**src/verilog/bpm_defines.vh**
```
// register map, field positions, reset values and configuration codes of the pin router
// =====================================================================
`ifndef BPM_DEFINES_VH
`define BPM_DEFINES_VH

// =====================================================================
// register byte offsets
`define BPM_OFS_ROUTE      8'h00
`define BPM_OFS_ENABLE     8'h04
`define BPM_OFS_CARD_ADDR  8'h08
`define BPM_OFS_GPIO_OUT   8'h0C
`define BPM_OFS_GPIO_DIR   8'h10
`define BPM_OFS_STATUS     8'h14
`define BPM_OFS_GPIO_IN    8'h18

// =====================================================================
// reset values
`define BPM_RST_ROUTE      8'h00
`define BPM_RST_ENABLE     7'h00
`define BPM_RST_CARD_ADDR  6'h00
`define BPM_RST_GPIO       8'h00

// =====================================================================
// route register values
`define BPM_ROUTE_DISK_CF  8'h10
`define BPM_ROUTE_CARDS    8'h00

// enable register bit positions
`define BPM_EN_DISK        0
`define BPM_EN_CF          1
`define BPM_EN_SM          2
`define BPM_EN_SD          3
`define BPM_EN_MS          4
`define BPM_EN_SCI         5
`define BPM_EN_COUNTER     6

// card address enable field: register bits 10..5 hold enables 10..5
`define BPM_CA_LSB         5
`define BPM_CA_MSB         10

// configuration codes
`define BPM_CFG_NONE       2'h0
`define BPM_CFG_DISK_CF    2'h1
`define BPM_CFG_DISK_CARDS 2'h2
`define BPM_CFG_CF_CARDS   2'h3

// host permit masks {ms, sd, sm, cf, disk}
`define BPM_PERMIT_NONE    5'h00
`define BPM_PERMIT_DISK_CF 5'h03
`define BPM_PERMIT_DISK    5'h1D
`define BPM_PERMIT_CF      5'h1E

// status register field positions
`define BPM_ST_CFG_LSB     0
`define BPM_ST_GRANT_LSB   2
`define BPM_ST_VIOL_LSB    7
`define BPM_ST_COUNTER     12
`define BPM_ST_SCI         13

// axi response codes
`define BPM_RESP_OKAY      2'h0
`define BPM_RESP_SLVERR    2'h2

`endif

```
**src/verilog/bpm_pin_mux.v**
```verilog
// pin routing multiplexer with its axi4-lite register file
`default_nettype none
`include "bpm_defines.vh"

module bpm_pin_mux (
    // clock and reset
    input  wire        clk,
    input  wire        resetn,
    // axi4-lite write address
    input  wire [7:0]  s_axi_awaddr,
    input  wire        s_axi_awvalid,
    output reg         s_axi_awready,
    // axi4-lite write data
    input  wire [31:0] s_axi_wdata,
    input  wire [3:0]  s_axi_wstrb,
    input  wire        s_axi_wvalid,
    output reg         s_axi_wready,
    // axi4-lite write response
    output reg  [1:0]  s_axi_bresp,
    output reg         s_axi_bvalid,
    input  wire        s_axi_bready,
    // axi4-lite read address
    input  wire [7:0]  s_axi_araddr,
    input  wire        s_axi_arvalid,
    output reg         s_axi_arready,
    // axi4-lite read data
    output reg  [31:0] s_axi_rdata,
    output reg  [1:0]  s_axi_rresp,
    output reg         s_axi_rvalid,
    input  wire        s_axi_rready,
    // host ownership outputs {ms, sd, sm, cf, disk}
    output reg  [4:0]  host_grant,
    // card host address line drive, lines 10..5
    input  wire [5:0]  card_addr_out,
    // counter unit channels 7..4
    input  wire [3:0]  counter_channel_pin_out,
    input  wire [3:0]  counter_channel_pin_dir,
    output reg  [3:0]  counter_channel_pin_in,
    // serial interface
    input  wire        sci_txd,
    output reg         sci_rxd,
    // upper route port pins
    input  wire [7:0]  upper_route_port_in,
    output reg  [7:0]  upper_route_port_out,
    output reg  [7:0]  upper_route_port_oe_n
);

    // =====================================================================
    // registers and decode wires
    reg  [7:0]  route_select_reg;   // configuration select
    reg  [6:0]  module_enable;      // module enable bits
    reg  [5:0]  card_addr_enable;   // card address line enables 10..5
    reg  [7:0]  gpio_out;           // gpio output data
    reg  [7:0]  gpio_dir;           // gpio direction, 1 drives
    reg  [7:0]  pin_meta;           // first synchroniser stage
    reg  [7:0]  pin_sync;           // second synchroniser stage
    reg  [7:0]  aw_addr;            // held write address
    reg         aw_held;            // write address captured
    reg  [31:0] w_data;             // held write data
    reg  [3:0]  w_strb;             // held write strobes
    reg         w_held;             // write data captured
    reg  [7:0]  next_port_out;      // pin value to drive
    reg  [7:0]  next_port_oe_n;     // pin enable to drive
    reg  [31:0] rd_value;           // read mux result
    reg         rd_hit;             // read address mapped
    wire [1:0]  config_code;        // decoded configuration
    wire [4:0]  grant;              // decoded ownership
    wire [4:0]  violation;          // forbidden hosts enabled
    wire        counter_route;      // counter owns bits 7..4
    wire        sci_route;          // serial owns bits 3..2
    wire [7:0]  ca_claim = {card_addr_enable & {6{grant[`BPM_EN_CF]}}, 2'b00}; // card owns pin
    wire [7:0]  ca_val   = {card_addr_out, 2'b00};            // card line values by pin
    wire [7:0]  cnt_val  = {counter_channel_pin_out, 4'h0};   // counter values by pin
    wire [7:0]  cnt_oe_n = {~counter_channel_pin_dir, 4'hF};  // counter enables by pin

    // byte-lane merge of a write into an 8-bit register
    function [7:0] lane0;
        input [7:0]  old_val;
        input [31:0] data;
        input [3:0]  strb;
        begin
            lane0 = strb[0] ? data[7:0] : old_val;
        end
    endfunction

    // =====================================================================
    // ownership decode
    bpm_route_decode u_decode (
        .route_select_reg (route_select_reg),
        .module_enable    (module_enable),
        .card_addr_enable (card_addr_enable),
        .config_code      (config_code),
        .host_grant       (grant),
        .host_violation   (violation),
        .counter_route    (counter_route),
        .sci_route        (sci_route)
    );

    // =====================================================================
    // two-stage synchroniser on the pins
    always @(posedge clk or negedge resetn) begin
        if (!resetn) begin
            pin_meta <= 8'h00;
            pin_sync <= 8'h00;
        end else begin
            pin_meta <= upper_route_port_in;
            pin_sync <= pin_meta;
        end
    end

    // =====================================================================
    // upper port per-bit owner selection
    genvar gi;
    generate
        for (gi = 0; gi < 8; gi = gi + 1) begin : g_pin
            always @* begin
                // default owner is gpio
                next_port_out[gi]  = gpio_out[gi];
                next_port_oe_n[gi] = ~gpio_dir[gi];
                if (ca_claim[gi]) begin
                    // card host address line claims the pin
                    next_port_out[gi]  = ca_val[gi];
                    next_port_oe_n[gi] = 1'b0;
                end else if (gi >= 4 && counter_route) begin
                    // counter channel on bits 7..4
                    next_port_out[gi]  = cnt_val[gi];
                    next_port_oe_n[gi] = cnt_oe_n[gi];
                end else if (gi == 3 && sci_route) begin
                    // serial transmit
                    next_port_out[gi]  = sci_txd;
                    next_port_oe_n[gi] = 1'b0;
                end else if (gi == 2 && sci_route) begin
                    // serial receive, pin is input
                    next_port_out[gi]  = 1'b0;
                    next_port_oe_n[gi] = 1'b1;
                end
            end
        end
    endgenerate

    // =====================================================================
    // output flops for pins, grants and module inputs
    always @(posedge clk or negedge resetn) begin
        if (!resetn) begin
            upper_route_port_out   <= 8'h00;
            upper_route_port_oe_n  <= 8'hFF;
            host_grant             <= 5'h00;
            sci_rxd                <= 1'b1;
            counter_channel_pin_in <= 4'h0;
        end else begin
            upper_route_port_out   <= next_port_out;
            upper_route_port_oe_n  <= next_port_oe_n;
            host_grant             <= grant;
            // idle high when the serial pins are not routed
            sci_rxd                <= sci_route ? pin_sync[2] : 1'b1;
            // channel inputs only seen while routed
            counter_channel_pin_in <= counter_route ? pin_sync[7:4] : 4'h0;
        end
    end

    // =====================================================================
    // write channel: address and data taken in either order
    always @(posedge clk or negedge resetn) begin
        if (!resetn) begin
            s_axi_awready    <= 1'b0;
            s_axi_wready     <= 1'b0;
            s_axi_bvalid     <= 1'b0;
            s_axi_bresp      <= `BPM_RESP_OKAY;
            aw_addr          <= 8'h00;
            aw_held          <= 1'b0;
            w_data           <= 32'h0000_0000;
            w_strb           <= 4'h0;
            w_held           <= 1'b0;
            route_select_reg <= `BPM_RST_ROUTE;
            module_enable    <= `BPM_RST_ENABLE;
            card_addr_enable <= `BPM_RST_CARD_ADDR;
            gpio_out         <= `BPM_RST_GPIO;
            gpio_dir         <= `BPM_RST_GPIO;
        end else begin
            // ready high for one cycle when the channel is free
            s_axi_awready <= !aw_held && !s_axi_awready && !s_axi_bvalid && s_axi_awvalid;
            s_axi_wready  <= !w_held && !s_axi_wready && !s_axi_bvalid && s_axi_wvalid;
            if (s_axi_awvalid && s_axi_awready) begin
                aw_addr <= s_axi_awaddr;
                aw_held <= 1'b1;
            end
            if (s_axi_wvalid && s_axi_wready) begin
                w_data <= s_axi_wdata;
                w_strb <= s_axi_wstrb;
                w_held <= 1'b1;
            end
            if (aw_held && w_held) begin
                // commit and answer once both halves are in
                aw_held      <= 1'b0;
                w_held       <= 1'b0;
                s_axi_bvalid <= 1'b1;
                s_axi_bresp  <= `BPM_RESP_OKAY;
                if ({aw_addr[7:2], 2'b00} == `BPM_OFS_ROUTE) begin
                    route_select_reg <= lane0(route_select_reg, w_data, w_strb);
                end else if ({aw_addr[7:2], 2'b00} == `BPM_OFS_ENABLE) begin
                    if (w_strb[0]) begin
                        module_enable <= w_data[6:0];
                    end
                end else if ({aw_addr[7:2], 2'b00} == `BPM_OFS_CARD_ADDR) begin
                    if (w_strb[0]) begin
                        card_addr_enable[2:0] <= w_data[7:5];
                    end
                    if (w_strb[1]) begin
                        card_addr_enable[5:3] <= w_data[10:8];
                    end
                end else if ({aw_addr[7:2], 2'b00} == `BPM_OFS_GPIO_OUT) begin
                    gpio_out <= lane0(gpio_out, w_data, w_strb);
                end else if ({aw_addr[7:2], 2'b00} == `BPM_OFS_GPIO_DIR) begin
                    gpio_dir <= lane0(gpio_dir, w_data, w_strb);
                end else if ({aw_addr[7:2], 2'b00} != `BPM_OFS_STATUS &&
                             {aw_addr[7:2], 2'b00} != `BPM_OFS_GPIO_IN) begin
                    // unmapped address
                    s_axi_bresp <= `BPM_RESP_SLVERR;
                end
            end else if (s_axi_bvalid && s_axi_bready) begin
                s_axi_bvalid <= 1'b0;
            end
        end
    end

    // =====================================================================
    // read mux
    always @* begin
        rd_value = 32'h0000_0000;
        rd_hit   = 1'b1;
        if ({s_axi_araddr[7:2], 2'b00} == `BPM_OFS_ROUTE) begin
            rd_value[7:0] = route_select_reg;
        end else if ({s_axi_araddr[7:2], 2'b00} == `BPM_OFS_ENABLE) begin
            rd_value[6:0] = module_enable;
        end else if ({s_axi_araddr[7:2], 2'b00} == `BPM_OFS_CARD_ADDR) begin
            rd_value[`BPM_CA_MSB:`BPM_CA_LSB] = card_addr_enable;
        end else if ({s_axi_araddr[7:2], 2'b00} == `BPM_OFS_GPIO_OUT) begin
            rd_value[7:0] = gpio_out;
        end else if ({s_axi_araddr[7:2], 2'b00} == `BPM_OFS_GPIO_DIR) begin
            rd_value[7:0] = gpio_dir;
        end else if ({s_axi_araddr[7:2], 2'b00} == `BPM_OFS_STATUS) begin
            rd_value[`BPM_ST_CFG_LSB+1:`BPM_ST_CFG_LSB]     = config_code;
            rd_value[`BPM_ST_GRANT_LSB+4:`BPM_ST_GRANT_LSB] = grant;
            rd_value[`BPM_ST_VIOL_LSB+4:`BPM_ST_VIOL_LSB]   = violation;
            rd_value[`BPM_ST_COUNTER]                       = counter_route;
            rd_value[`BPM_ST_SCI]                           = sci_route;
        end else if ({s_axi_araddr[7:2], 2'b00} == `BPM_OFS_GPIO_IN) begin
            rd_value[7:0] = pin_sync;
        end else begin
            rd_hit = 1'b0;
        end
    end

    // =====================================================================
    // read channel: one-cycle address accept, data the cycle after
    always @(posedge clk or negedge resetn) begin
        if (!resetn) begin
            s_axi_arready <= 1'b0;
            s_axi_rvalid  <= 1'b0;
            s_axi_rdata   <= 32'h0000_0000;
            s_axi_rresp   <= `BPM_RESP_OKAY;
        end else begin
            s_axi_arready <= !s_axi_arready && !s_axi_rvalid && s_axi_arvalid;
            if (s_axi_arvalid && s_axi_arready) begin
                s_axi_rvalid <= 1'b1;
                s_axi_rdata  <= rd_value;
                s_axi_rresp  <= rd_hit ? `BPM_RESP_OKAY : `BPM_RESP_SLVERR;
            end else if (s_axi_rvalid && s_axi_rready) begin
                s_axi_rvalid <= 1'b0;
            end
        end
    end

endmodule
`default_nettype wire

```
**src/verilog/bpm_route_decode.v**
```verilog
// combinational decode of configuration, host ownership and upper port routing
`default_nettype none
`include "bpm_defines.vh"

module bpm_route_decode (
    // register inputs
    input  wire [7:0]  route_select_reg,
    input  wire [6:0]  module_enable,
    input  wire [5:0]  card_addr_enable,
    // decode results
    output reg  [1:0]  config_code,
    output reg  [4:0]  host_grant,
    output reg  [4:0]  host_violation,
    output reg         counter_route,
    output reg         sci_route
);

    reg [4:0] permit;  // hosts allowed in the chosen configuration
    reg       has_cf;  // configuration carries the card bridge

    // =====================================================================
    // configuration and ownership decode
    always @* begin
        config_code = `BPM_CFG_NONE;
        permit      = `BPM_PERMIT_NONE;
        if (route_select_reg == `BPM_ROUTE_DISK_CF) begin
            // disk plus card bridge
            config_code = `BPM_CFG_DISK_CF;
            permit      = `BPM_PERMIT_DISK_CF;
        end else if (route_select_reg == `BPM_ROUTE_CARDS) begin
            // the cf enable bit picks between the two card configurations
            if (module_enable[`BPM_EN_CF]) begin
                config_code = `BPM_CFG_CF_CARDS;
                permit      = `BPM_PERMIT_CF;
            end else begin
                config_code = `BPM_CFG_DISK_CARDS;
                permit      = `BPM_PERMIT_DISK;
            end
        end
        // only permitted, enabled hosts own their pins
        host_grant     = module_enable[4:0] & permit;
        // flag software that left a forbidden host on
        host_violation = module_enable[4:0] & ~permit;
        has_cf = (config_code == `BPM_CFG_DISK_CF) || (config_code == `BPM_CFG_CF_CARDS);
        // counter channels need address enables 10..7 all clear
        counter_route = has_cf && module_enable[`BPM_EN_COUNTER] &&
                        (card_addr_enable[5:2] == 4'h0);
        // serial pins need address enables 6..5 clear
        sci_route = has_cf && module_enable[`BPM_EN_SCI] &&
                    (card_addr_enable[1:0] == 2'h0);
    end

endmodule
`default_nettype wire

```
**config.mk**
```make
export PLATFORM = sky130hd
export DESIGN_NAME = bpm_pin_mux
export DESIGN_NICKNAME = d
export VERILOG_FILES = /design/src/verilog/bpm_pin_mux.v /design/src/verilog/bpm_route_decode.v
export VERILOG_INCLUDE_DIRS = /design/src /design/src/verilog
export SDC_FILE = /design/constraint.sdc
export NUM_CORES = 1
export LEC_CHECK = 0
export ABC_AREA = 1
export BUFFER_PORTS_ARGS = -buffer_cell sky130_fd_sc_hd__buf_4
export CORE_MARGIN = 5
export CORE_UTILIZATION = 40
export DETAILED_ROUTE_END_ITERATION = 8
export PLACE_DENSITY = 0.76
export RECOVER_POWER = 50
export SYNTH_ARGS = -nofsm -noshare
export SYNTH_HDL_FRONTEND = slang
export SYNTH_HIERARCHICAL = 1
export SYNTH_SLANG_ARGS = --single-unit
```
**constraint.sdc**
```tcl
create_clock -name clk -period 3.7 [get_ports clk]
set_clock_uncertainty 0.1 [all_clocks]
set_input_delay 0.555 -clock clk [delete_from_list [all_inputs] [get_ports clk]]
set_output_delay 0.555 -clock clk [all_outputs]
set_load 0.01 [all_outputs]
```
* Yosys cells after proc, flatten, opt, wreduce, memory -nomap -nowiden
Index checks and enable logic that the tools add are counted.
** Operators by class
- Add/sub/neg operators :: 0
- $mul :: 0
- Divide/modulo/power cells :: 0
- Magnitude comparators :: 0
- Equal/unequal tests :: 15
- Shift operators :: 0
- Mux-type cells :: 68
- Bitwise operators :: 17
- Reduce and logical (&&, ||, !) cells :: 42
** Operators by type and width (count)
- two-way mux 1 bit :: 41
- two-way mux 8 bit :: 5
- two-way mux 6 bit :: 5
- equality test 6 x 2 -> 1 bit (second input constant) :: 4
- equality test 6 x 3 -> 1 bit (second input constant) :: 4
- two-way mux 2 bit :: 10
- logical AND 1 bit :: 19
- two-way mux 5 bit :: 3
- two-way mux 7 bit :: 2
- equality test 6 x 1 -> 1 bit (second input constant) :: 2
- logical NOT 6 bit :: 2
- inequality test 6 x 3 -> 1 bit (second input constant) :: 2
- NOT 1 bit :: 12
- bitwise AND 5 bit :: 2
- AND reduction 5 bit :: 2
- equality test 8 x 5 -> 1 bit (second input constant) :: 1
- logical NOT 8 bit :: 1
- nonzero test 2 bit :: 4
- logical NOT 1 bit :: 7
- AND reduction 7 bit :: 1
- bitwise AND 6 bit :: 1
- AND reduction 6 bit :: 1
- NOT 5 bit :: 1
- logical NOT 4 bit :: 1
- other kinds (9) :: 9
** Storage, ports and cells
- Flip-flop bits (word level) :: 125
- Bits in latches :: 0
- RAM bits :: 0
- ROM bits :: 0
- Bits of input ports :: 82
- Output and inout port bits :: 67
- Memories kept :: 0

* Logic depth before layout (Yosys ltp)
Gate-level depths: netlist of the first run.
- Word-level depth :: 13
- Mapped depth :: 13
- Mapped depth without buffers :: 13

* Hierarchy
Netlist of the first run, hierarchy kept.
** Modules (own cells, without submodules)
- bpm_pin_mux :: instances 1, cells an instance 564, area each 5132.4 um2, sequential area each 3039.2 um2
- bpm_route_decode :: instances 1, cells an instance 37, area each 181.4 um2, sequential area each 0.0 um2

* Least setup slack after synthesis of the first run
No wires, ideal clock.
- Kind :: register to register
- Start point :: register route_select_reg[3]
- End point :: register upper_route_port_out[5]
- Setup time :: 82 ps
- Data arrival time :: 1630 ps
- Data required time :: 3518 ps
- Setup slack :: 1888 ps
- Cell stages (with the launch flop) :: 9
- Buffers on the path :: 1
- Path through :: dfrtp_1 nor2_2 nand2_2 nor2_8 nand2_2 a21oi_1 clkbuf_1 nand2_1 a31oi_1
** Between the ends
- Longest elaborated chain between the ends :: 9
** RTL lines
- from (decl) :: RTL line bpm_pin_mux.v:50 : reg [7:0] route_select_reg;
- from (signal assigned) :: RTL line bpm_pin_mux.v:174 : route_select_reg <= `BPM_RST_ROUTE;
- from (signal assigned) :: RTL line bpm_pin_mux.v:199 : route_select_reg <= lane0(route_select_reg, w_data, w_strb);
- logical NOT 8 bit (no source line)
- two-way mux 2 bit :: RTL line bpm_route_decode.v:30 : end else if (route_select_reg == `BPM_ROUTE_CARDS) begin
- two-way mux 2 bit * :: RTL line bpm_route_decode.v:26 : if (route_select_reg == `BPM_ROUTE_DISK_CF) begin
- named net config_code[1] :: RTL line bpm_pin_mux.v:66 : wire [1:0] config_code;
- equality test 2 x 1 -> 1 bit (no source line) or equality test 2 bit (tied branches)
- logical OR 1 bit * :: RTL line bpm_route_decode.v:44 : has_cf = (config_code == `BPM_CFG_DISK_CF) || (config_code == `BPM_CFG_CF_CARDS);
- logical AND 1 bit * (2 in series) :: RTL line bpm_route_decode.v:46 : counter_route = has_cf && module_enable[`BPM_EN_COUNTER] &&
- named net counter_route :: RTL line bpm_pin_mux.v:69 : wire counter_route;
- two-way mux 1 bit * :: RTL line bpm_pin_mux.v:124 : end else if (gi >= 4 && counter_route) begin
- two-way mux 1 bit * :: RTL line bpm_pin_mux.v:120 : if (ca_claim[gi]) begin
- named net next_port_out[5] :: RTL line bpm_pin_mux.v:62 : reg [7:0] next_port_out;
- to (signal assigned) :: RTL line bpm_pin_mux.v:151 : upper_route_port_out <= next_port_out;
- to (decl) :: RTL line bpm_pin_mux.v:44 : output reg [7:0] upper_route_port_out,
Mark *: on every way through the listed nets, which the timed path passes. The rest lies on a longest branch.
A chain may end at the register's enable or synchronous reset.

* Worst setup path after layout of the first run
- Start point :: register route_select_reg[3]
- End point :: register upper_route_port_oe_n[7]
** RTL lines
- logical NOT 8 bit (no source line)
- two-way mux 5 bit :: RTL line bpm_route_decode.v:30
- two-way mux 5 bit * :: RTL line bpm_route_decode.v:26
- bitwise AND 5 bit * :: RTL line bpm_route_decode.v:41 : host_grant = module_enable[4:0] & permit;
- named net grant[1] :: RTL line bpm_pin_mux.v:67 : wire [4:0] grant;
- bitwise AND 6 bit * :: RTL line bpm_pin_mux.v:71 : wire [7:0] ca_claim = {card_addr_enable & {6{grant[`BPM_EN_CF]}}, 2'b00};
- two-way mux 1 bit * :: RTL line bpm_pin_mux.v:120
- named net next_port_oe_n[7] :: RTL line bpm_pin_mux.v:63 : reg [7:0] next_port_oe_n;
- to (signal assigned) :: RTL line bpm_pin_mux.v:152 : upper_route_port_oe_n <= next_port_oe_n;
- to (decl) :: RTL line bpm_pin_mux.v:45 : output reg [7:0] upper_route_port_oe_n
Marks and branches as above.

==> out/results.ini, run 1 <==
[power_and_ir_drop]
total_leakage_power_uw=0.00338
power.total_uw=4650
p_per_area_nw_per_um2=684
ir_worst_vdd_uv=473

[setup_path]
crit_slowest_cell=a21oi_1
timing.critical_path.cells=nor2_2, nand4_1, a21oi_1, nand2_1, o21ai_0, a21oi_1
worstPathMaxFanout=9
worstSetupPathType=flop to flop
worstReg2RegStart=route_select_reg[3]$_DFFE_PN0P_
critical_path.reg2reg.endpoint=upper_route_port_oe_n[7]$_DFF_PN1_
endpoint_class_of_the_critical_path=flop
reg2reg_slack_ns=1.31
number_of_cells_on_the_worst_reg_to_reg_path=6
crit_path_start_kind=flop
crit_arrival_ns=2.62
cp_common_cell=a21oi_1
setup.worst_path.end=upper_route_port_oe_n[7]$_DFF_PN1_
timing.critical_path.from=route_select_reg[3]$_DFFE_PN0P_
critPathRequiredTime_ns=3.93
max_stage_delay_ns=0.78

[die]
floorplan.die.height_um=125
rows=42
initial_utilization=0.404
die_w_um=125
design.core.area_um2=13100
dieArea_um2=15700
floorplan.io_pins=149

[sta]
layout_worst_path_cycle_share=0.645
max_slew_margin=-0.102
rsz0062_at_grt=false
timing.hold.ws_ns=0.171
finalSetupTns_ns=0
achievable-frequency_ghz=0.419
final_hold_viol_count=0
setup_ws_ns=1.31
final-max-slew-violation-count=68
worst-slew-pin-transition_ns=1.65
final_setup_violation_count=0
layout_min_cycle_time_ns=2.39

[detailed_routing]
num_vias=4281
drtIter0Drc=284
wl_per_cell_um=14.5
routed_wl_um=13100
antenna_left=0
drt-vias-per-instance=4.76
detail_route.drc_violations=0
drt_pre_antenna_iters=7

[global_routing]
grt_overflow_total=0
grt_first_pass_wirelength_um=21500
antenna_found_initial=0
number_of_global_route_vias_before_repair=4188
global_route.usage.total=0.173
grt_start_max_net_pins=69

[run_status]
violations=max-capacitance violations, max-slew violations
outcome=finished with violations

[synth]
synth.avg_cell_area_um2=8.84
synth-edff-count=0
synth-seq-area-share=0.572
synthFlopType=dfrtp_1
synthesized_cell_area_um2=5310
synth_cell_types=37
synth-async-reset-ratio=1.00
synth_seq_cells=121
yosysWarningCount=6
synthCells=601

[job]
maxCapViolCount=1

[clock_network]
clock_insertion_delay_worst_skew_ns=0.41
post_cts_hold_buffer_count=0
numClockSinks=121
post-cts-setup-buffers=0
clock_buffer_count_from_cts=17
clkSlewWorstSetupHoldPaths_ns=0.06
clock_tree_root=clkbuf_16
cts_tree=built
htree_depth=4
max-clock-path-buffers=2
post_cts_resized=0

[placed_design]
detailedPlacementHpwl_um=9460
place_congestion=0.873
dpl_worst_slack_ns=1.44
dp.cells=867
buffers_added_on_ports=101

[finish]
num_antenna_cells=0
largest_register_ffs=14
regMostFlops=s_axi_rdata
layout_top_registers=s_axi_rdata (14), w_data (11)
area_growth_syn_to_layout_pct=27.9
finalNetCount=792
nFillCells=1219
drive_gt1_frac=0.252
layout.cells.most_common=nand2_1
most_frequent_cells_in_the_layout=183 x nand2_1, 112 x dfrtp_1, 93 x buf_4
finalNonFillerCells=899

[worst_hold_path]
holdCritStartpoint=upper_route_port_in[1]
worstHoldPathType=input pin to flop

-- per-layer routing --
layer,wire (um),track usage,vias to the layer above
met3,785,0.0456,26
li1,-,-,2085
met4,242,0.0695,0
met5,0,0,-
met1,5670,0.224,2026
met2,6380,0.280,144
-- metrics by stage --
step | cell area (um2) | util
global placement | 6180 | 0.470
CTS | 6800 | 0.518
floorplan | 5390 | -
finish | 6800 | 0.517
detailed placement | 6180 | 0.470
global route | 6800 | 0.517
-- layout make-up --
cell class | instances | area, um2 | share of cell area
Multi-Input combinational cell | 400 | 1880 | 0.276
Inverter | 67 | 254 | 0.0374
Tap cell | 176 | 220 | 0.0324
Clock inverter | 11 | 143 | 0.0210
Sequential cell | 121 | 3040 | 0.447
Timing Repair Buffer | 103 | 783 | 0.115
Clock buffer | 21 | 480 | 0.0707
-- cells by family (layout without fill, tap and decap cells) --
logic type             count (synthesis)  in the layout  synth area share
AND/OR/NAND/NOR                      280            280             0.235
AO/OA/AOI/OAI                        100            100             0.104
flip-flops                           121            121             0.572
buffers and inverters                 99            202            0.0881
other                                  1             20          0.000706
-- synthesized netlist by cell type (8+ instances only) --
| cell type | instances | area, um2 |
|---|---|---|
| nand2_1 | 182 | 683 |
| a21oi_1 | 17 | 85.1 |
| o21ai_1 | 28 | 140 |
| nand3_1 | 17 | 85.1 |
| o21ai_0 | 35 | 175 |
| o21ai_2 | 8 | 70.1 |
| dfstp_2 | 9 | 236 |
| nor2_1 | 40 | 150 |
| inv_2 | 8 | 30.0 |
| inv_1 | 57 | 214 |
| dfrtp_1 | 112 | 2800 |
| buf_4 | 22 | 165 |
-- worst max-delay path, delay by kind of cell (launching register included) --
family / cells / cell delay [ns]
simple gates: 3 / 0.73
flops: 1 / 0.42
compound gates: 3 / 1.05
-- worst min-delay path by stage --
| stage | end | cells after the start |
|---|---|---|
| floorplan | aw_addr[2]$_DFFE_PN0P_ | 0 |
| global placement | pin_sync[4]$_DFF_PN0_ | 0 |
| detailed placement | pin_sync[0]$_DFF_PN0_ | 0 |
| CTS | pin_meta[2]$_DFF_PN0_ | 1 |
| global route | pin_meta[1]$_DFF_PN0_ | 1 |
| finish | pin_meta[1]$_DFF_PN0_ | 1 |
-- where the power goes --
part	internal [uW]	total, uW	switching, uW
logic	392	1010	620
clock network	1130	1710	580
registers	1680	1930	242
Note: power is estimated with default switching activity, not from simulation.
==> run 2, diff against run 1 <==
==> constraint.sdc (replaced) <==
create_clock -name clk -period 2.45 [get_ports clk]
set_clock_uncertainty 0.1 [all_clocks]
set_input_delay 0.3675 -clock clk [delete_from_list [all_inputs] [get_ports clk]]
set_output_delay 0.3675 -clock clk [all_outputs]
set_load 0.01 [all_outputs]
==> run 2 against run 1 <==
  * Combinational power increased by 53%
  * Sequential power increased by 50%
  * Die area did not move
  * The run now ends clean
  * Critical path depth is 1 lower
  * Largest cell class unchanged
  * Register-to-register slack lost 0.86 ns
  * Sequential share of layout area down 1.0 points
  * Worst setup slack got worse by 0.86 ns
==> out/results.ini, run 2 (synthesized netlist as in run 1, its figures left out) <==
[setup_path]
crit_arrival_ns=2.25  ; was 2.62 ns
worstPathMaxFanout=7  ; was 9
worstSetupPathType=flop to flop  ; unchanged
critPathRequiredTime_ns=2.69  ; was 3.93 ns
reg2reg_slack_ns=0.45  ; was 1.31 ns
max_stage_delay_ns=0.42  ; was 0.78 ns
crit_slowest_cell=dfrtp_1  ; was a21oi_1
cp_top_family=simple AND/OR/NAND/NOR gates  ; was compound AO/OA/AOI/OAI gates
crit_path_start_kind=flop  ; unchanged
timing.critical_path.buf_inv=1  ; was 0
timing.critical_path.cells=nor2_2, nand4_1, a21oi_1, inv_1, or2_2  ; was nor2_2, nand4_1, a21oi_1, nand2_1, o21ai_0, a21oi_1
endpoint_class_of_the_critical_path=flop  ; unchanged

[global_routing]
global_route.usage.total=0.178  ; was 0.173
grt_overflow_total=0  ; unchanged
grt_first_pass_wirelength_um=22100  ; was 21,500 um
number_of_global_route_vias_before_repair=4329  ; was 4,188
antenna_found_initial=0  ; unchanged
grt_start_max_net_pins=50  ; was 69

[finish]
nFillCells=1221  ; was 1,219
layout.cells.most_common=nand2_1  ; unchanged
layout.area.seq_um2=3040  ; unchanged
most_frequent_cells_in_the_layout=183 x nand2_1, 112 x dfrtp_1, 95 x buf_4  ; was 183 x nand2_1, 112 x dfrtp_1, 93 x buf_4
regMostFlops=s_axi_rdata  ; unchanged
finalNetCount=808  ; was 792
drive_gt1_frac=0.249  ; was 0.252
layout_top_registers=s_axi_rdata (14), w_data (11)  ; unchanged
multiInputGateArea_um2=1880  ; unchanged
num_antenna_cells=0  ; unchanged
largest_register_ffs=14  ; unchanged
area_growth_syn_to_layout_pct=30.9  ; was 27.9%

[sta]
rsz0062_at_grt=false  ; unchanged
achievable-frequency_ghz=0.499  ; was 0.419 GHz
worst-slew-pin-transition_ns=0.815  ; was 1.65 ns
layout_worst_path_cycle_share=0.817  ; was 0.645
final_hold_viol_count=0  ; unchanged
finalSetupTns_ns=0  ; unchanged
max_slew_margin=0.457  ; was -0.102
final-max-slew-violation-count=0  ; was 68
layout_min_cycle_time_ns=2.00  ; was 2.39 ns
timing.hold.ws_ns=0.0331  ; was 0.171 ns
final_setup_violation_count=0  ; unchanged

[detailed_routing]
drt_pre_antenna_iters=5  ; was 7
wl_per_cell_um=14.5  ; about the same
drtIter0Drc=396  ; was 284
num_vias=4330  ; was 4,281
antenna_left=0  ; unchanged
routed_wl_um=13300  ; was 13,100 um
detail_route.drc_violations=0  ; unchanged
drt-vias-per-instance=4.73  ; was 4.76

[clock_network]
cts_tree=built  ; unchanged
clock_insertion_delay_worst_skew_ns=0.42  ; was 0.41 ns
htree_depth=4  ; unchanged
clock_buffer_count_from_cts=17  ; unchanged
numClockSinks=121  ; unchanged
clock_tree_root=clkbuf_16  ; unchanged
max-clock-path-buffers=2  ; unchanged
clkSlewWorstSetupHoldPaths_ns=0.06  ; about the same

[power_and_ir_drop]
p_per_area_nw_per_um2=1020  ; was 684 nW/um2
total_leakage_power_uw=0.00345  ; was 0.00338 uW
ir_worst_vdd_uv=550  ; was 473 uV

[die]
die_w_um=125  ; unchanged
rows=42  ; unchanged
floorplan.io_pins=149  ; unchanged
design.core.area_um2=13100  ; unchanged
initial_utilization=0.404  ; unchanged
floorplan.die.height_um=125  ; unchanged
dieArea_um2=15700  ; unchanged

[job]
maxCapViolCount=0  ; was 1

[placed_design]
buffers_added_on_ports=101  ; unchanged
detailedPlacementHpwl_um=9620  ; was 9460 um
place_congestion=0.886  ; was 0.873

[worst_hold_path]
worstHoldPathType=input pin to flop  ; unchanged

[run_status]
outcome=completed  ; was finished with violations

run 2: changes by cell type in the layout (fill, tap and decap cells not counted), moves of 2 or more:
cell / before / now
dlygate4sd3_1: 0 / 12
buf_4: 93 / 95
clkbuf_8: 4 / 1
clkbuf_1: 0 / 2
clkinv_4: 1 / 3
run 2: path summary, 6_finish.rpt:
| path | depth (start not counted) | to | startpoint |
|---|---|---|---|
| worst min-delay path | 2 | s_axi_bvalid$_DFFE_PN0P_ | s_axi_bready |
| worst max-delay path | 5 | sci_rxd$_DFF_PN1_ | route_select_reg[3]$_DFFE_PN0P_ |
| max in group asynchronous | 3 | pin_sync[5]$_DFF_PN0_ | resetn |
| min in group asynchronous | 2 | w_data[9]$_DFFE_PN0P_ | resetn |
| worst max register to register | 5 | sci_rxd$_DFF_PN1_ | route_select_reg[3]$_DFFE_PN0P_ |
| worst min register to register | 0 | pin_sync[1]$_DFF_PN0_ | pin_meta[1]$_DFF_PN0_ |
run 2: repair_timing:
| action | in CTS | in global routing |
|---|---|---|
| endpoints found under the hold margin | 40 | 0 |
| resized for setup | 0 | 0 |
| setup buffers | 0 | 0 |
| hold buffers | 12 | 0 |
run 2: final cells by class:
| class | instances | share of cell area |
|---|---|---|
| clock inverters | 12 | 0.0250 |
| multi-input cells | 400 | 0.270 |
| flip-flops and latches | 121 | 0.437 |
| clock buffers | 20 | 0.0642 |
| repair buffers | 119 | 0.136 |
| well taps | 176 | 0.0317 |
| inverters | 67 | 0.0365 |
run 2: where the power goes:
part / total [uW] / internal [uW] / leakage [uW] / switching [uW]
sequential: 2900 / 2540 / 0.00157 / 363
clock: 2610 / 1720 / 0.000304 / 888
combinational: 1550 / 615 / 0.00157 / 936
total: 7070 / 4880 / 0.00345 / 2190
run 2: per-layer routing:
metal  vias to the layer above  routed length (um)  track usage
li1                       2131                   -            -
met4                         0                 227       0.0651
met3                        23                 803       0.0512
met2                       161                6490        0.282
met1                      2015                5790        0.236
met5                         -                   0            0
run 2: through the flow:
stage          setup slack, ns  instance area (um2)  std cells   util  power, uW
2_1_floorplan            0.638                 5390        620      -       3770
3_3_place_gp             0.551                 6230        871  0.474       4410
3_5_place_dp             0.495                 6230        871  0.474       4470
4_1_cts                  0.508                 6970        915  0.531       7120
5_1_grt                  0.234                 6960        915  0.529       7470
6_report                 0.447                 6960        915  0.529       7070
run 2: worst register-to-register path, delay by kind of cell, from the launching register on:
kind	cells	cell delay [ns]
AO/OA/AOI/OAI	1	0.42
AND/OR/NAND/NOR	3	0.78
buffers and inverters	1	0.21
flip-flops	1	0.42
==> run 3, diff against run 2 <==
--- a/config.mk
+++ b/config.mk
@@ -6,12 +6,12 @@
 export SDC_FILE = /design/constraint.sdc
 export NUM_CORES = 1
 export LEC_CHECK = 0
-export ABC_AREA = 1
+export ABC_AREA = 0
 export BUFFER_PORTS_ARGS = -buffer_cell sky130_fd_sc_hd__buf_4
 export CORE_MARGIN = 5
 export CORE_UTILIZATION = 40
 export DETAILED_ROUTE_END_ITERATION = 8
-export PLACE_DENSITY = 0.76
+export PLACE_DENSITY = 0.79
 export RECOVER_POWER = 50
 export SYNTH_ARGS = -nofsm -noshare
 export SYNTH_HDL_FRONTEND = slang
==> constraint.sdc (replaced) <==
create_clock -name clk -period 1.7 [get_ports clk]
set_clock_uncertainty 0.1 [all_clocks]
set_input_delay 0.255 -clock clk [delete_from_list [all_inputs] [get_ports clk]]
set_output_delay 0.255 -clock clk [all_outputs]
set_load 0.01 [all_outputs]
==> run 3 against run 2 <==
  * The run now ends with negative setup slack left
  * Cell count fell by 13%
  * Combinational power rose by 63%
  * Clock power rose by 51%
  * Sequential power rose by 39%
  * Fmax fell by 5.8%
  * Largest cell class unchanged
  * Final area rose by 12%
  * First-iteration DRC count fell by 24%
  * Routed wire length rose by 9.2%
  * Clock-buffer cell count rose by 3
==> out/results.ini, run 3 <==
[run_status]
outcome=finished with violations  ; was completed
violations=negative setup slack

[setup_path]
worstPathMaxFanout=3  ; was 7
worstReg2RegStart=route_select_reg[7]$_DFFE_PN0P_  ; was route_select_reg[3]$_DFFE_PN0P_
endpoint_class_of_the_critical_path=flop  ; unchanged
crit_slowest_cell=or4_4  ; was dfrtp_1
critPathRequiredTime_ns=1.91  ; was 2.69 ns
crit_path_start_kind=flop  ; unchanged
crit_arrival_ns=2.33  ; was 2.25 ns
worstSetupPathType=flop to flop  ; unchanged
max_stage_delay_ns=0.60  ; was 0.42 ns
timing.critical_path.from=route_select_reg[7]$_DFFE_PN0P_  ; was route_select_reg[3]$_DFFE_PN0P_
timing.critical_path.cells=or4_4, nor3_4, and2_1, o211a_1, o221ai_1, a221oi_1  ; was nor2_2, nand4_1, a21oi_1, inv_1, or2_2

[synth]
main_combinational_cell_family_by_area_after_synthesis=multiplexers  ; was simple AND/OR/NAND/NOR gates
synth-async-reset-ratio=1.00  ; unchanged
synth_compound_area_frac=0.0965  ; was 0.104
netlist_top_cells_area=dfrtp_1 54%, mux2_2 13%, dfstp_2 4.5%, buf_4 3.2%, mux2i_1 2.5%  ; was dfrtp_1 53%, nand2_1 13%, dfstp_2 4.5%, inv_1 4.0%, o21ai_0 3.3%
synth_cell_types=47  ; was 37
synthMostInstantiatedCell=dfrtp_1  ; was nand2_1
synth_seq_cells=121  ; unchanged
arithmetic_cell_share_of_the_synthesized_area_counting_full_adders_half_adders_and_majority_gates=0  ; unchanged
synthFlopType=dfrtp_1  ; unchanged
synthSimpleGateAreaFrac=0.117  ; was 0.235
post-synth-top-area-cell=dfrtp_1  ; unchanged
synthDominantCellAreaShare=0.536  ; was 0.527
synth-edff-count=0  ; unchanged
synth_common_cells=112 x dfrtp_1, 60 x mux2_2, 28 x nand2_1  ; was 182 x nand2_1, 112 x dfrtp_1, 57 x inv_1
synthesized_cell_area_um2=5230  ; was 5310 um2
synth_xor_xnor_area_share=0  ; unchanged
synth-seq-area-share=0.581  ; was 0.572
synthCells=420  ; was 601
synthMuxAreaShare=0.154  ; was 0
yosysWarningCount=6  ; unchanged
synth.avg_cell_area_um2=12.4  ; was 8.84 um2

[finish]
finalNonFillerCells=798  ; was 915
finalNetCount=696  ; was 808
num_antenna_cells=0  ; unchanged
most_frequent_cells_in_the_layout=124 x buf_4, 112 x dfrtp_1, 37 x dlygate4sd3_1  ; was 183 x nand2_1, 112 x dfrtp_1, 95 x buf_4
layout_top_registers=s_axi_rdata (14), w_data (11)  ; unchanged
layout.cells.most_common=buf_4  ; was nand2_1
regMostFlops=s_axi_rdata  ; unchanged
largest_register_ffs=14  ; unchanged
area_growth_syn_to_layout_pct=49.6  ; was 30.9%
drive_gt1_frac=0.465  ; was 0.249

[clock_network]
clock_insertion_delay_worst_skew_ns=0.41  ; was 0.42 ns
clkSlewWorstSetupHoldPaths_ns=0.05  ; was 0.06 ns
max-clock-path-buffers=2  ; unchanged
numClockSinks=121  ; unchanged
cts_tree=built  ; unchanged
htree_depth=4  ; unchanged
clock_tree_root=clkbuf_16  ; unchanged
clock_buffer_count_from_cts=17  ; unchanged

[detailed_routing]
routed_wl_um=14500  ; was 13,300 um
num_vias=4057  ; was 4,330
wl_per_cell_um=18.2  ; was 14.5 um
drt-vias-per-instance=5.08  ; was 4.73
drt_pre_antenna_iters=5  ; unchanged
antenna_left=0  ; unchanged
detail_route.drc_violations=0  ; unchanged
drtIter0Drc=301  ; was 396

[job]
maxCapViolCount=0  ; unchanged

[power_and_ir_drop]
power.clock.fraction=0.375  ; was 0.369
total_leakage_power_uw=0.00373  ; was 0.00345 uW
power_frac_seq=0.384  ; was 0.411
pwr-share-comb=0.241  ; was 0.220
ir_worst_vdd_uv=799  ; was 550 uV
p_int_uw=7640  ; was 4880 uW
p_per_area_nw_per_um2=1340  ; was 1020 nW/um2
net-switching-power_uw=2860  ; was 2190 uW
netSwitchingFraction=0.272  ; was 0.309

[global_routing]
global_route.usage.total=0.185  ; was 0.178
grt_overflow_total=0  ; unchanged
antenna_found_initial=0  ; unchanged
grt_first_pass_wirelength_um=22700  ; was 22,100 um
grt_start_max_net_pins=51  ; was 50
number_of_global_route_vias_before_repair=4221  ; was 4,329

[worst_hold_path]
worstHoldPathType=input pin to flop  ; unchanged
holdCritStartpoint=s_axi_awvalid  ; was s_axi_bready

[sta]
final-max-slew-violation-count=0  ; unchanged
rsz0062_at_grt=true  ; was false
final_setup_violation_count=67  ; was 0
layout_worst_path_cycle_share=1.25  ; was 0.817
achievable-frequency_ghz=0.470  ; was 0.499 GHz
setup_ws_ns=-0.426  ; was 0.447 ns
final_hold_viol_count=0  ; unchanged
finalSetupTns_ns=-11.77  ; was 0 ns
worst-slew-pin-transition_ns=0.807  ; was 0.815 ns
max_slew_margin=0.462  ; was 0.457
layout_min_cycle_time_ns=2.13  ; was 2.00 ns

[die]
floorplan.die.height_um=124  ; was 125 um
floorplan.io_pins=149  ; unchanged
dieArea_um2=15500  ; was 15,700 um2
die_w_um=124  ; was 125 um
initial_utilization=0.411  ; was 0.404
rows=41  ; was 42
design.core.area_um2=12700  ; was 13,100 um2

[placed_design]
dp.cells=725  ; was 871
detailedPlacementHpwl_um=10400  ; was 9620 um
dpl_worst_slack_ns=-0.400  ; was 0.495 ns
place_congestion=0.887  ; was 0.886
buffers_added_on_ports=101  ; unchanged

## run 3: cell types whose count changed in the layout (fill, tap and decap cells not counted), sizes merged, moves of 25 or more
cell	before	now
nand2	187	28
mux2	0	60
o21ai	71	11
inv	66	12
buf	97	142
nor2	52	21
dlygate4sd3	12	37
## run 3: through the flow
stage / util / power [uW] / instance area, um2 / hold WS [ns]
finish: 0.615 / 10500 / 7820 / 0.0274
floorplan: - / 5070 / 5410 / -0.141
global placement: 0.515 / 6070 / 6550 / 0.0865
CTS: 0.604 / 10400 / 7680 / 0.00572
global route: 0.615 / 10900 / 7820 / 0.0139
detailed placement: 0.515 / 6180 / 6550 / 0.0941
## run 3: worst max-delay path, delay by kind of cell, from the launching register on
family          cells  cell delay (ns)
simple gates        3             0.99
compound gates      3             0.55
flops               1             0.38
## run 3: final timing paths
check | end | slack, ns | cells past startpoint
setup / recovery | s_axi_rdata[6]$_DFFE_PN0P_ | -0.43 | 6
hold / removal | s_axi_awready$_DFF_PN0_ | 0.03 | 2
setup reg to reg | s_axi_rdata[6]$_DFFE_PN0P_ | -0.43 | 6
hold reg to reg | pin_sync[3]$_DFF_PN0_ | 0.24 | 0
max in group asynchronous | upper_route_port_oe_n[5]$_DFF_PN1_ | 0.31 | 3
min in group asynchronous | w_data[7]$_DFFE_PN0P_ | 0.30 | 2
## run 3: power groups by stage
| stage | Combinational (uW) | Sequential, uW | Clock (uW) |
|---|---|---|---|
| 5_1_grt | 2700 | 4110 | 4130 |
| 3_5_place_dp | 2140 | 4040 | 0 |
| 2_1_floorplan | 1110 | 3960 | 0 |
| 6_report | 2530 | 4040 | 3940 |
| 3_3_place_gp | 2070 | 4000 | 0 |
| 4_1_cts | 2380 | 4020 | 4000 |
## run 3: kinds of logic (layout without fill, tap and decap cells)
logic type / Yosys count / after routing
compound gates: 72 / 72
buf+inv: 47 / 233
flops: 121 / 121
mux: 73 / 73
other cells: 1 / 20
simple gates: 106 / 107
## run 3: timing repair
| action | CTS | global route |
|---|---|---|
| cloned | 0 | 1 |
| endpoints found under the hold margin | 59 | 0 |
| gates resized for setup | 29 | 38 |
| setup buffers | 2 | 4 |
| hold buffers | 37 | 0 |
| endpoints found under the setup margin | 68 | 70 |
| pin swaps | 9 | 13 |
## run 3: area by class of cell
cell class / instances / area, um2
clock buffer: 23 / 488
clock inverter: 8 / 165
fill: 951 / 4900
inverter: 12 / 47.5
multi-input combinational: 272 / 2270
sequential: 121 / 3040
tap: 172 / 215
timing repair buffer: 190 / 1590
## run 3: per-layer routing
metal | GRT usage | vias up | share of wire
li1 | - | 1858 | -
met1 | 0.231 | 2001 | 0.42
met2 | 0.297 | 169 | 0.50
met3 | 0.0523 | 29 | 0.064
met4 | 0.0883 | 0 | 0.023
met5 | 0 | - | 0
